--- src/design/adcss_pkg.sv ---
/*
 * Package for the converter scan sequencer: widths, modes, trigger sources,
 * result layout and the carrier structs shared by the sequencer, the core
 * model and the port checker.
 * Assumes a single 10 MHz peripheral clock and a synchronous active-high reset.
 */
package adcss_pkg;

	// ==========================================================
	// Sizes
	localparam int ADCSS_NUM_CH     = 24;
	localparam int ADCSS_CH_W       = 5;
	localparam int ADCSS_RES_W      = 12;
	localparam int ADCSS_ADD4_W     = 4;
	localparam int ADCSS_ADD2_W     = 2;
	localparam int ADCSS_ACC_W      = ADCSS_RES_W + ADCSS_ADD4_W;
	localparam int ADCSS_ADD2_CNT   = 4;
	localparam int ADCSS_ADD4_CNT   = 16;
	localparam int ADCSS_ADDCNT_W   = 5;

	// ==========================================================
	// Reset values
	localparam logic [ADCSS_ACC_W-1:0]  ADCSS_RES_RST = 16'h0000;
	localparam logic [ADCSS_NUM_CH-1:0] ADCSS_SEL_RST = 24'h000000;

	// ==========================================================
	// Clock ratio codes (peripheral clock : conversion clock)
	typedef enum logic [2:0] {
		ADCSS_RATIO_1_1,
		ADCSS_RATIO_1_2,
		ADCSS_RATIO_2_1,
		ADCSS_RATIO_4_1,
		ADCSS_RATIO_8_1
	} adcss_ratio_t;

	// Conversion-clock divide from the peripheral clock for each ratio.
	localparam logic [3:0] ADCSS_DIV_1 = 4'h1;
	localparam logic [3:0] ADCSS_DIV_2 = 4'h2;
	localparam logic [3:0] ADCSS_DIV_4 = 4'h4;
	localparam logic [3:0] ADCSS_DIV_8 = 4'h8;

	// ==========================================================
	// Modes and targets
	typedef enum logic [1:0] {
		ADCSS_MODE_SINGLE,
		ADCSS_MODE_CONT,
		ADCSS_MODE_GROUP
	} adcss_mode_t;

	typedef enum logic [1:0] {
		ADCSS_TGT_INPUTS,
		ADCSS_TGT_TEMP,
		ADCSS_TGT_VREF,
		ADCSS_TGT_DIAG
	} adcss_target_t;

	typedef enum logic [1:0] {
		ADCSS_SRC_TIMER,
		ADCSS_SRC_LINKER,
		ADCSS_SRC_PULSE,
		ADCSS_SRC_EXTPIN
	} adcss_src_t;

	typedef enum logic [1:0] {
		ADCSS_ADD_OFF,
		ADCSS_ADD_2BIT,
		ADCSS_ADD_4BIT
	} adcss_add_t;

	// ==========================================================
	// Carriers
	typedef struct packed {
		adcss_mode_t            mode;
		adcss_target_t          target;
		adcss_ratio_t           ratio;
		adcss_add_t             add_mode;
		logic                   dbl_trig;
		logic [ADCSS_CH_W-1:0]  dbl_ch;
		logic                   prio_a;
		logic                   rescan_b;
		logic [ADCSS_NUM_CH-1:0] sel_a;
		logic [ADCSS_NUM_CH-1:0] sel_b;
		adcss_src_t             src_a;
		adcss_src_t             src_b;
	} adcss_cfg_t;

	typedef struct packed {
		logic timer;
		logic linker;
		logic pulse;
	} adcss_trig_t;

	typedef struct packed {
		logic                   start;
		logic [ADCSS_CH_W-1:0]  ch;
		adcss_target_t          target;
	} adcss_conv_req_t;

	typedef struct packed {
		logic                   done;
		logic [ADCSS_RES_W-1:0] data;
	} adcss_conv_res_t;

endpackage

--- src/design/adcss_seq.sv ---
/*
 * Scan sequencer and result store for a 12-bit successive-approximation
 * converter: single, continuous and group scans, group A priority with
 * group B rescan, double trigger, addition mode and result registers.
 * Assumes the analog core takes one conversion request per pulse and
 * returns one done pulse with data, both on clk; configuration is static
 * while a scan runs.
 */
// Behaviour
// - Single scan converts each selected input, up to 24, once, then stops.
// - Single scan may target the temperature sensor once.
// - Single scan may target the internal reference once.
// - Continuous scan repeats the selected inputs until stopped.
// - Group scan splits inputs into A and B; a trigger converts its group once.
// - Each group has its own selectable synchronous start trigger.
// - With priority, an A trigger aborts a running B scan and starts A.
// - With priority, B optionally restarts after A completes.
// - Double trigger is allowed only in single or group scan.
// - Double trigger: first result to channel register, second to duplicate.
// - Addition mode sums results, widened by 2 or 4 bits.
// - Results are stored with 12-bit precision.
// - 24 input registers plus temperature, reference and duplicate registers.
// - One self-diagnostic result register per unit.
// - Software, timer, event linker and pulse timer can start a scan.
// - The external trigger pin's falling edge, synchronised to clk, starts a scan.
// - In single scan without double trigger, scan end raises the end request; continuous scan raises none.
// - In double trigger the end request follows both scans.
// - Group A end raises the end request; group B has its own request.
`timescale 1ns/1ns
`default_nettype none

module adcss_seq (
	// Clock and reset
	input  wire logic                            clk,
	input  wire logic                            reset,
	// Configuration and control
	input  wire adcss_pkg::adcss_cfg_t           cfg,
	input  wire logic                            sw_start,
	input  wire logic                            sw_stop,
	// Trigger sources
	input  wire adcss_pkg::adcss_trig_t          trig,
	input  wire logic                            ext_conv_trigger_n,
	// Analog core
	output var  adcss_pkg::adcss_conv_req_t      conv_req,
	output var  logic                            conversion_clock,
	input  wire adcss_pkg::adcss_conv_res_t      conv_res,
	// Results
	output var  logic [adcss_pkg::ADCSS_NUM_CH*adcss_pkg::ADCSS_ACC_W-1:0] result_flat,
	output var  logic [adcss_pkg::ADCSS_ACC_W-1:0] temp_result,
	output var  logic [adcss_pkg::ADCSS_ACC_W-1:0] vref_result,
	output var  logic [adcss_pkg::ADCSS_ACC_W-1:0] dup_result,
	output var  logic [adcss_pkg::ADCSS_RES_W-1:0] diag_result,
	// Status and events
	output var  logic                            busy,
	output var  logic                            cfg_error,
	output var  logic                            scan_end_irq,
	output var  logic                            group_b_scan_end_irq
);
	import adcss_pkg::*;

	// ==========================================================
	// External trigger
	logic ext_fall;

	adcss_ext_sync u_ext (
		.clk                (clk),
		.reset              (reset),
		.ext_conv_trigger_n (ext_conv_trigger_n),
		.fall_pulse         (ext_fall)
	);

	function automatic logic src_hit(input adcss_src_t s, input adcss_trig_t t,
			input logic e);
		case (s)
			ADCSS_SRC_TIMER:  src_hit = t.timer;
			ADCSS_SRC_LINKER: src_hit = t.linker;
			ADCSS_SRC_PULSE:  src_hit = t.pulse;
			ADCSS_SRC_EXTPIN: src_hit = e;
			default:          src_hit = 1'b0;
		endcase
	endfunction

	// Lowest selected channel at or above a start index; bit 5 flags none.
	function automatic logic [ADCSS_CH_W:0] next_sel(input logic [ADCSS_NUM_CH-1:0] sel,
			input logic [ADCSS_CH_W:0] from);
		next_sel = {1'b1, {ADCSS_CH_W{1'b0}}};
		for (int i = ADCSS_NUM_CH - 1; i >= 0; i--) begin
			if (sel[i] && (i >= int'(from)))
				next_sel = {1'b0, ADCSS_CH_W'(i)};
		end
	endfunction

	// ==========================================================
	// Conversion clock divider
	logic [3:0] div_cnt;
	logic [3:0] next_div_cnt;
	logic [3:0] div_max;
	logic       next_cclk;

	always_comb begin
		case (cfg.ratio)
			ADCSS_RATIO_2_1: div_max = ADCSS_DIV_2;
			ADCSS_RATIO_4_1: div_max = ADCSS_DIV_4;
			ADCSS_RATIO_8_1: div_max = ADCSS_DIV_8;
			default:         div_max = ADCSS_DIV_1;
		endcase
		next_div_cnt = (div_cnt + 4'h1 >= div_max) ? 4'h0 : div_cnt + 4'h1;
		next_cclk    = (div_max == ADCSS_DIV_1) ? ~conversion_clock
			: (div_cnt < (div_max >> 1));
	end

	always_ff @(posedge clk) begin
		if (reset) begin
			div_cnt          <= 4'h0;
			conversion_clock <= 1'b0;
		end else begin
			div_cnt          <= next_div_cnt;
			conversion_clock <= next_cclk;
		end
	end

	// ==========================================================
	// Scan sequencer
	typedef enum logic [1:0] {
		ADCSS_ST_IDLE,
		ADCSS_ST_REQ,
		ADCSS_ST_WAIT
	} adcss_state_t;

	adcss_state_t           state, next_state;
	logic                   grp_b, next_grp_b;
	logic                   pend_b, next_pend_b;
	logic                   second, next_second;
	logic [ADCSS_CH_W-1:0]  ch, next_ch;
	logic [ADCSS_ADDCNT_W-1:0] add_cnt, next_add_cnt;
	logic                   next_busy, next_err;
	logic                   next_end, next_bend;
	adcss_conv_req_t        next_req;
	logic [ADCSS_NUM_CH-1:0] sel;
	logic [ADCSS_CH_W:0]    nxt, first_a, first_b, first_cur;
	logic                   trig_a, trig_b, is_inputs, dbl_ok, last_ch;
	logic [ADCSS_ADDCNT_W-1:0] add_need;
	logic                   store;

	always_comb begin
		trig_a = src_hit(cfg.src_a, trig, ext_fall) | sw_start;
		trig_b = src_hit(cfg.src_b, trig, ext_fall);
		dbl_ok = cfg.dbl_trig && (cfg.mode != ADCSS_MODE_CONT);
		is_inputs = (cfg.target == ADCSS_TGT_INPUTS) || (cfg.mode != ADCSS_MODE_SINGLE);
		sel  = (cfg.mode == ADCSS_MODE_GROUP && grp_b) ? cfg.sel_b : cfg.sel_a;
		if (dbl_ok)
			sel = (cfg.mode == ADCSS_MODE_GROUP && grp_b) ? cfg.sel_b
				: (ADCSS_SEL_RST | (24'h000001 << cfg.dbl_ch));
		nxt  = next_sel(sel, {1'b0, ch} + 6'h01);
		// First selected channel of each list; the none flag is dropped when sliced.
		first_a   = next_sel(cfg.sel_a, 6'h00);
		first_b   = next_sel(cfg.sel_b, 6'h00);
		first_cur = next_sel(sel, 6'h00);
		last_ch = nxt[ADCSS_CH_W] || !is_inputs;
		case (cfg.add_mode)
			ADCSS_ADD_2BIT: add_need = ADCSS_ADDCNT_W'(ADCSS_ADD2_CNT - 1);
			ADCSS_ADD_4BIT: add_need = ADCSS_ADDCNT_W'(ADCSS_ADD4_CNT - 1);
			default:        add_need = '0;
		endcase

		next_state   = state;
		next_grp_b   = grp_b;
		next_pend_b  = pend_b;
		next_second  = second;
		next_ch      = ch;
		next_add_cnt = add_cnt;
		next_end     = 1'b0;
		next_bend    = 1'b0;
		next_err     = cfg.dbl_trig && (cfg.mode == ADCSS_MODE_CONT);
		next_req     = '0;
		store        = 1'b0;

		case (state)
			ADCSS_ST_IDLE: begin
				if (trig_a && (cfg.mode != ADCSS_MODE_GROUP || cfg.sel_a != '0)) begin
					next_grp_b  = 1'b0;
					next_second = 1'b0;
					next_state  = ADCSS_ST_REQ;
					next_ch     = (dbl_ok && cfg.mode != ADCSS_MODE_GROUP)
						? first_cur[ADCSS_CH_W-1:0] : first_a[ADCSS_CH_W-1:0];
				end else if ((cfg.mode == ADCSS_MODE_GROUP) && (trig_b || pend_b)) begin
					next_grp_b  = 1'b1;
					next_pend_b = 1'b0;
					next_second = 1'b0;
					next_state  = ADCSS_ST_REQ;
					next_ch     = first_b[ADCSS_CH_W-1:0];
				end
				next_add_cnt = '0;
			end
			ADCSS_ST_REQ: begin
				next_req.start  = 1'b1;
				next_req.ch     = ch;
				next_req.target = is_inputs ? ADCSS_TGT_INPUTS : cfg.target;
				next_state      = ADCSS_ST_WAIT;
			end
			ADCSS_ST_WAIT: begin
				if (conv_res.done) begin
					store = 1'b1;
					if (add_cnt != add_need) begin
						next_add_cnt = add_cnt + 1'b1;
						next_state   = ADCSS_ST_REQ;
					end else if (!last_ch) begin
						next_add_cnt = '0;
						next_ch      = nxt[ADCSS_CH_W-1:0];
						next_state   = ADCSS_ST_REQ;
					end else begin
						next_add_cnt = '0;
						next_ch      = first_cur[ADCSS_CH_W-1:0];
						if (dbl_ok && !second && !grp_b) begin
							next_second = 1'b1;
							next_state  = ADCSS_ST_IDLE;
						end else if (cfg.mode == ADCSS_MODE_CONT && !sw_stop) begin
							next_state  = ADCSS_ST_REQ;
						end else begin
							next_state  = ADCSS_ST_IDLE;
							next_second = 1'b0;
							if (grp_b)
								next_bend = 1'b1;
							else if (cfg.mode != ADCSS_MODE_CONT)
								next_end = 1'b1;
						end
					end
				end
				if (sw_stop && cfg.mode == ADCSS_MODE_CONT)
					next_state = ADCSS_ST_IDLE;
				// Group A preempts a running group B scan.
				if (cfg.mode == ADCSS_MODE_GROUP && cfg.prio_a && grp_b && trig_a) begin
					next_grp_b   = 1'b0;
					next_pend_b  = cfg.rescan_b;
					next_add_cnt = '0;
					next_ch      = first_a[ADCSS_CH_W-1:0];
					next_state   = ADCSS_ST_REQ;
					store        = 1'b0;
				end
			end
			default: next_state = ADCSS_ST_IDLE;
		endcase
		// A second-scan wait in double trigger holds until the next trigger.
		if (state == ADCSS_ST_IDLE && second && !trig_a)
			next_second = second;
		if (state == ADCSS_ST_IDLE && second && trig_a)
			next_second = 1'b1;
		next_busy = (next_state != ADCSS_ST_IDLE);
	end

	always_ff @(posedge clk) begin
		if (reset) begin
			state                <= ADCSS_ST_IDLE;
			grp_b                <= 1'b0;
			pend_b               <= 1'b0;
			second               <= 1'b0;
			ch                   <= '0;
			add_cnt              <= '0;
			busy                 <= 1'b0;
			cfg_error            <= 1'b0;
			scan_end_irq         <= 1'b0;
			group_b_scan_end_irq <= 1'b0;
			conv_req             <= '0;
		end else begin
			state                <= next_state;
			grp_b                <= next_grp_b;
			pend_b               <= next_pend_b;
			second               <= next_second;
			ch                   <= next_ch;
			add_cnt              <= next_add_cnt;
			busy                 <= next_busy;
			cfg_error            <= next_err;
			scan_end_irq         <= next_end;
			group_b_scan_end_irq <= next_bend;
			conv_req             <= next_req;
		end
	end

	// ==========================================================
	// Result registers
	logic [ADCSS_ACC_W-1:0] res [ADCSS_NUM_CH];
	logic [ADCSS_ACC_W-1:0] next_res [ADCSS_NUM_CH];
	logic [ADCSS_ACC_W-1:0] next_temp, next_vref, next_dup, base, sum;
	logic [ADCSS_RES_W-1:0] next_diag;
	logic                   to_dup;

	always_comb begin
		next_res  = res;
		next_temp = temp_result;
		next_vref = vref_result;
		next_dup  = dup_result;
		next_diag = diag_result;
		to_dup    = dbl_ok && second && !grp_b;
		case (is_inputs ? ADCSS_TGT_INPUTS : cfg.target)
			ADCSS_TGT_TEMP: base = temp_result;
			ADCSS_TGT_VREF: base = vref_result;
			default:        base = to_dup ? dup_result : res[ch];
		endcase
		sum = ((add_cnt == '0) ? ADCSS_RES_RST : base)
			+ {{ADCSS_ADD4_W{1'b0}}, conv_res.data};
		if (store) begin
			case (is_inputs ? ADCSS_TGT_INPUTS : cfg.target)
				ADCSS_TGT_TEMP: next_temp = sum;
				ADCSS_TGT_VREF: next_vref = sum;
				ADCSS_TGT_DIAG: next_diag = conv_res.data;
				default: begin
					if (to_dup)
						next_dup = sum;
					else
						next_res[ch] = sum;
				end
			endcase
		end
	end

	always_ff @(posedge clk) begin
		if (reset) begin
			for (int i = 0; i < ADCSS_NUM_CH; i++)
				res[i] <= ADCSS_RES_RST;
			temp_result <= ADCSS_RES_RST;
			vref_result <= ADCSS_RES_RST;
			dup_result  <= ADCSS_RES_RST;
			diag_result <= ADCSS_RES_RST[ADCSS_RES_W-1:0];
			result_flat <= '0;
		end else begin
			res         <= next_res;
			temp_result <= next_temp;
			vref_result <= next_vref;
			dup_result  <= next_dup;
			diag_result <= next_diag;
			for (int i = 0; i < ADCSS_NUM_CH; i++)
				result_flat[i*ADCSS_ACC_W +: ADCSS_ACC_W] <= next_res[i];
		end
	end

endmodule

`default_nettype wire

--- src/design/adcss_ext_sync.sv ---
/*
 * Two-flop synchroniser and falling-edge detector for the external
 * conversion trigger pin.
 * Assumes the pin is asynchronous to clk and held low at least three cycles.
 */
`timescale 1ns/1ns
`default_nettype none

module adcss_ext_sync (
	// Clock and reset
	input  wire logic clk,
	input  wire logic reset,
	// Pin
	input  wire logic ext_conv_trigger_n,
	// Event
	output var  logic fall_pulse
);

	// ==========================================================
	// Synchroniser
	logic meta;
	logic sync;
	logic prev;
	logic next_fall;

	always_comb begin
		next_fall = prev & ~sync;
	end

	always_ff @(posedge clk) begin
		if (reset) begin
			meta       <= 1'b1;
			sync       <= 1'b1;
			prev       <= 1'b1;
			fall_pulse <= 1'b0;
		end else begin
			meta       <= ext_conv_trigger_n;
			sync       <= meta;
			prev       <= sync;
			fall_pulse <= next_fall;
		end
	end

endmodule

`default_nettype wire

--- config.mk ---
export PLATFORM = sky130hd
export DESIGN_NAME = adcss_seq
export DESIGN_NICKNAME = d
export VERILOG_FILES = /design/src/design/adcss_pkg.sv /design/src/design/adcss_seq.sv /design/src/design/adcss_ext_sync.sv
export SDC_FILE = /design/constraint.sdc
export NUM_CORES = 1
export LEC_CHECK = 0
export BUFFER_PORTS_ARGS = -buffer_cell sky130_fd_sc_hd__buf_2
export CORE_MARGIN = 10
export CORE_UTILIZATION = 42
export CTS_BUF_LIST = sky130_fd_sc_hd__clkbuf_4 sky130_fd_sc_hd__clkbuf_8
export CTS_CLUSTER_SIZE = 24
export DETAILED_ROUTE_END_ITERATION = 10
export PLACE_DENSITY = 0.75
export SLEW_MARGIN = 20
export SYNTH_ARGS = -nofsm -noshare
export SYNTH_HDL_FRONTEND = slang
export SYNTH_SLANG_ARGS = --single-unit
export TNS_END_PERCENT = 50
--- constraint.sdc ---
create_clock -name clk -period 6.68 [get_ports clk]
set_input_delay 1.67 -clock clk [delete_from_list [all_inputs] [get_ports clk]]
set_output_delay 1.67 -clock clk [all_outputs]
set_load 0.1 [all_outputs]
Yosys cells after proc, flatten, opt, wreduce, memory -nomap -nowiden
Cells that the tools add are included.
Operators by class
  reduce and logical (&&, ||, !) cells: 76
  bitwise gates (word level): 10
  equal/unequal tests: 34
  add/subtract/negate cells: 4
  shift operators: 1
  multiplexer cells: 162
  $lt $le $gt $ge: 28
Operators by type and width (count)
  $mux W384: 3
  $mux W5: 82
  $bwmux W384: 1
  $mux W6: 24
  $bmux W16 S5: 1
  $demux W16 S5: 1
  $mux W16: 5
  $mux W24: 3
  $ge A4 B6 Y1 const A: 8
  $ge A5 B6 Y1 const A: 8
  $logic_and A1 B1 Y1: 43
  $pmux W16 S2: 1
  $ge A3 B6 Y1 const A: 4
  $mux W1: 24
  $reduce_bool A24 Y1: 1
  $shl A1 B5 Y24 const A: 1
  $pmux W5 S2: 2
  $eq A2 B2 Y1 const B: 9
  $ne A3 B3 Y1 const B: 6
  $add A16 B12 Y16: 1
  $eq A2 B1 Y1 const B: 6
  $ge A1 B6 Y1 const A: 2
  $ge A2 B6 Y1 const A: 2
  $mux W2: 6
  other kinds (39): 71
Word-level totals
  output and inout port bits: 457
  word-level logic and storage cells: 363
  input bits: 90
  register bits: 864

Longest topological paths before layout
  word-level depth: 37
  depth in mapped cells: 24
  mapped depth without buffers: 18

Hierarchy
From an unflattened synthesis, not the netlist that was laid out.
Second synthesis, totals
  cell total of the unflattened synthesis: 2938
  area total of the unflattened synthesis: 24208.2 µm²
By module, submodules not included
  adcss_seq: sequential area each 9529.1 µm², instances 1, area an instance 24101.9 µm², cells an instance 2930
  adcss_ext_sync: sequential area each 80.1 µm², instances 1, area an instance 106.4 µm², cells an instance 8

Worst setup path before layout
OpenSTA, ideal clock, no wires.
  path type: input port to flip-flop
  start: input cfg[68] (netlist name)
  end: register result_flat[190] (netlist name)
  data required time: 6.546 ns
  stages on the path: 24
  setup slack: 0.360 ns
  library setup time: 0.134 ns
  data arrival time: 6.186 ns
  buffers on the path: 6
  cell sequence: nand2b_1 buf_2 buf_2 nand4_1 clkbuf_1 clkbuf_1 clkbuf_1 nor2_1 a31oi_1 nor2_1 a211oi_1 ha_1 inv_1 fa_1 nor2b_1 o21ai_0 a21boi_0 o21ai_0 a21oi_1 o21ai_0 a211oi_1 xor2_1 buf_2 a211oi_1
On the way
  longest elaborated chain between the ends: 12
  elaborated cells on any way between the ends: 25
  those cells by class: 1 x add/sub; 5 x eq/ne; 10 x mux; 9 x reduce/logical
RTL lines
  from (decl): RTL line adcss_seq.sv:37  | input wire adcss_pkg::adcss_cfg_t cfg,
  $ne A2 B1 Y1: RTL line adcss_seq.sv:148  | dbl_ok = cfg.dbl_trig && (cfg.mode != ADCSS_MODE_CONT);
  $logic_and A1 B1 Y1: RTL line adcss_seq.sv:148
  $logic_and A1 B1 Y1 (2 in a row): RTL line adcss_seq.sv:293  | to_dup = dbl_ok && second && !grp_b;
  $mux W16: RTL line adcss_seq.sv:297  | default: base = to_dup ? dup_result : res[ch];
  $pmux W16 S2: RTL line adcss_seq.sv:294  | case (is_inputs ? ADCSS_TGT_INPUTS : cfg.target)
  $mux W16: RTL line adcss_seq.sv:299  | sum = ((add_cnt == '0) ? ADCSS_RES_RST : base)
  $add A16 B12 Y16: RTL line adcss_seq.sv:300  | + {{ADCSS_ADD4_W{1'b0}}, conv_res.data};
  $bwmux W384: RTL line adcss_seq.sv:310  | next_res[ch] = sum;
  $mux W384: RTL line adcss_seq.sv:307  | if (to_dup)
  $mux W384: RTL line adcss_seq.sv:302  | case (is_inputs ? ADCSS_TGT_INPUTS : cfg.target)
  $mux W384 (*): RTL line adcss_seq.sv:301  | if (store) begin
  to (signal, indexed assignment): RTL line adcss_seq.sv:332  | result_flat[i*ADCSS_ACC_W +: ADCSS_ACC_W] <= next_res[i];
  to (decl): RTL line adcss_seq.sv:48  | output var logic [adcss_pkg::ADCSS_NUM_CH*adcss_pkg::ADCSS_ACC_W-1:0] result_flat,
Every way passes the cells marked *; elsewhere a longest branch is shown, timed or not.
A chain may end at the register's enable or synchronous reset.

Worst setup path in the final report
  start: register ch[3]
  end: register result_flat[238] (netlist name)
On the way
  longest elaborated chain between the ends: 12
  elaborated cells on any way between the ends: 17
  those cells by class: 1 x add/sub; 2 x order compare; 12 x mux; 1 x bitwise; 1 x reduce/logical
RTL lines
  from (decl): RTL line adcss_seq.sv:134  | logic [ADCSS_CH_W-1:0] ch, next_ch;
  from (signal assigned): RTL line adcss_seq.sv:269  | ch <= next_ch;
  $not A5 Y6 (not written as such) (*): RTL line adcss_seq.sv:297, adcss_seq.sv:310
  $bmux W16 S5: RTL line adcss_seq.sv:297
  $mux W16 (not written as such) (2 in a row): RTL line adcss_seq.sv:297
  $mux W16: RTL line adcss_seq.sv:297
  $pmux W16 S2: RTL line adcss_seq.sv:294
  $mux W16: RTL line adcss_seq.sv:299
  $add A16 B12 Y16: RTL line adcss_seq.sv:300
  $bwmux W384 (*): RTL line adcss_seq.sv:310
  $mux W384 (*): RTL line adcss_seq.sv:307
  $mux W384 (*): RTL line adcss_seq.sv:302
  $mux W384 (*): RTL line adcss_seq.sv:301
Every way passes the cells marked *; elsewhere a longest branch is shown, timed or not. The select of a mux whose other input is x is not followed.

==> flow_metrics.py <==
metrics = {
    "worst_setup_path": {
        "endpoint": "result_flat[238]",
        "regToRegSetupSlack_ns": 0.86,
        "path_class": "reg -> reg",
        "r2r-start": "ch[3]",
        "max_stage_delay_ns": 0.76,
        "cp.depth": 20,
        "crit_fanout": 27,
        "start_kind": "flip-flop",
        "crit_arrival_ns": 6.34,
        "crit_chain": "inv_1, nor3_4, a221oi_1, a31oi_1, buf_4, nor2_1, a211oi_1, ha_1, inv_1, fa_1, nor2b_1, o21ai_0, a21boi_0, o21ai_0, a21oi_1, o21ai_0, a211oi_1, xor2_2, buf_4, a211oi_1",
        "critPathLaunch": "ch[3]",
        "reg2reg_depth": 20,
        "critical_path_required_ns": 7.19,
        "crit_family": "compound AO/OA/AOI/OAI gates",
        "r2r_end": "result_flat[238]",
        "endpoint_kind": "flip-flop",
        "crit_path_top_delay_cell": "dfxtp_1",
        "cp_num_buf_inv": 4,
    },
    "cells_and_area": {
        "finalInstanceArea_sq_mm": 0.02921,
        "drive_gt1_share_pct": 27.44,
        "syn_to_final_growth_pct": 21.26,
        "layout.nets": 3515,
        "final_cells": 4208,
        "multiInputGateArea_sq_mm": 0.01342,
        "n_fill_cell": 5356,
        "ff_latch_area_sq_mm": 0.009617,
    },
    "power_and_ir_drop": {
        "power_density_mw_per_mm2": 239.7,
        "finalPower_uw": 7003,
        "p_leak_uw": 0.01173,
        "ir_drop_mv": 0.2177,
    },
    "routing": {
        "post_drt_via_cell_ratio": 5.989,
        "drtAntennaViolNets": 0,
        "wl_um": 108600,
        "via_count": 25200,
        "avgRoutedWirePerCell_um": 25.80,
        "drt_iter0_drc": 2898,
        "firstDrtPassIters": 6,
        "drc": 0,
    },
    "sta": {
        "tightest_slew_ns": 1.147,
        "hold_viol": 0,
        "min_period_ns": 5.825,
        "grt_setup_unrepaired": "no",
        "max_slew_margin_pct": 23.43,
        "max_freq_mhz": 171.7,
        "fin_crit_sh_pct": 87.20,
        "fin_skew_ns": 0.05512,
        "setup_viol_count_final": 0,
        "slew_violations": 0,
        "setup_tns_ns": 0,
    },
    "logic_synthesis": {
        "syn_nets": 3066,
        "yosys.cell_count.top_type": "nand2_1",
        "syn_inst": 2944,
        "ys_warn_count": 0,
        "synthFlopType": "dfxtp_1",
        "netlist.area_leader.share_pct": 39.89,
        "syn_avg_cell_area_sq_um": 8.182,
        "synth_seq_cells": 480,
        "synth_area_sq_mm": 0.02409,
        "synth_edf_count": 0,
        "synth_area_leader_cell": "dfxtp_1",
        "synth_commonest_cells": "nand2_1, dfxtp_1, nor2_1",
        "synth_cell_type_count": 94,
        "synth_area_leaders": "dfxtp_1, nand2_1, mux4_2",
        "ys_async_sr_fraction_pct": 0,
        "synth_seq_area_share_pct": 39.89,
    },
    "clock_tree": {
        "clk_latency_ns": 0.72,
        "post_cts_buffers": 0,
        "root_buffer": "clkbuf_8",
        "clock_sinks": 480,
        "cts_hold_buf": 0,
        "clk_path_buf_depth": 3,
        "cts-resized-gates": 0,
        "clk_pin_slew_worst_paths_ns": 0.07,
        "htree_levels": 3,
        "cts_tree": "built",
        "cts_made_buffers": 83,
    },
    "grt": {
        "grt_max_degree": 196,
        "grt_pass1_vias": 23710,
        "grt_util_all_layers_pct": 30.72,
        "overflow": 0,
        "grt_pass1_wl_um": 157500,
        "antenna_found_initial": 1,
    },
    "floorplan": {
        "die_area_sq_mm": 0.06733,
        "die_w_um": 259.5,
        "core_sq_mm": 0.05660,
        "die_y_um": 259.5,
        "pin_count": 547,
        "start_util_pct": 42.55,
        "row_count": 87,
    },
    "place": {
        "finalWeightedCongestion": 0.9822,
        "dpl.cell_count": 4064,
        "dp_hpwl_um": 80320,
        "placed_area_sq_mm": 0.02745,
        "numPortBuffers": 546,
    },
    "run_status": {
        "outcome": "completed",
    },
    "run": {
        "drv_cap": 0,
    },
    "hold_path": {
        "min_path_type": "reg -> reg",
    },
}
==> kinds of logic after synthesis <==
| family | synth area share, % |
|---|---|
| AND/OR/NAND/NOR | 21.85 |
| AO/OA/AOI/OAI | 21.30 |
| flip-flops | 39.89 |
| buffers and inverters | 4.982 |
| multiplexers | 9.464 |
| adder cells (fa/ha/maj) | 1.693 |
| XOR/XNOR | 0.8155 |
==> cell type report <==
type	count	area share, %
sequential	480	32.92
tap	756	3.239
multi-input combinational	2174	45.93
timing repair buffer	620	11.42
antenna	1	0.008568
clock buffer	129	5.458
clock inverter	14	0.5697
inverter	34	0.4455
==> per-layer routing <==
layer / wire length [um] / GRT usage (%) / vias to the layer above
met1: 40340 / 36.49 / 12080
met2: 50050 / 49.51 / 1503
met5: 0 / 0 / -
met4: 5120 / 13.48 / 0
li1: - / - / 11340
met3: 13040 / 10.73 / 272
==> worst min path at each step <==
stage / start / end / slack (ns) / cells after the start
CTS: u_ext.meta / u_ext.sync / 0.43 / 1
global route: u_ext.meta / u_ext.sync / 0.43 / 1
floorplan: u_ext.meta / u_ext.sync / 0.39 / 1
detailed placement: u_ext.meta / u_ext.sync / 0.40 / 1
finish: u_ext.meta / u_ext.sync / 0.42 / 1
global placement: u_ext.meta / u_ext.sync / 0.40 / 1
==> where the power goes <==
| group | switching, uW | internal, uW |
|---|---|---|
| logic | 813 | 352 |
| registers | 71.8 | 2890 |
| clock network | 1300 | 1580 |
==> state kept, by name, indices dropped and copies added (netlist names), 2 cells and up <==
name and count:
temp_result 16, diag_result 12, vref_result 16, add_cnt 5
conv_req 8, result_flat 384, state 2, ch 5
dup_result 16, div_cnt 4
==> placed cells by master (no fill, tap or decap), drive strengths merged, types with 15 or more instances in the layout <==
master / instances
a211o: 26
a211oi: 154
a21oi: 341
a221oi: 20
a22o: 17
a22oi: 36
a31oi: 43
and2: 19
buf: 620
clkbuf: 129
dfxtp: 480
ha: 31
inv: 39
mux4: 98
nand2: 604
nand2b: 24
nand4: 24
nor2: 375
nor2b: 15
nor3: 54
nor3b: 31
nor4: 23
o21ai: 61
o31ai: 16
or2: 16
==> through the flow <==
stage               hold WS, ns  setup WS [ns]  util, %
floorplan                0.3895         0.3601        -
finish                   0.4201         0.8553    51.60
CTS                      0.4251         0.7917    51.60
detailed placement       0.4016         0.5478    48.49
global route             0.4311         0.4555    51.60
global placement         0.4029         0.5833    48.49
No activity file was read; power rests on OpenSTA's default activity.
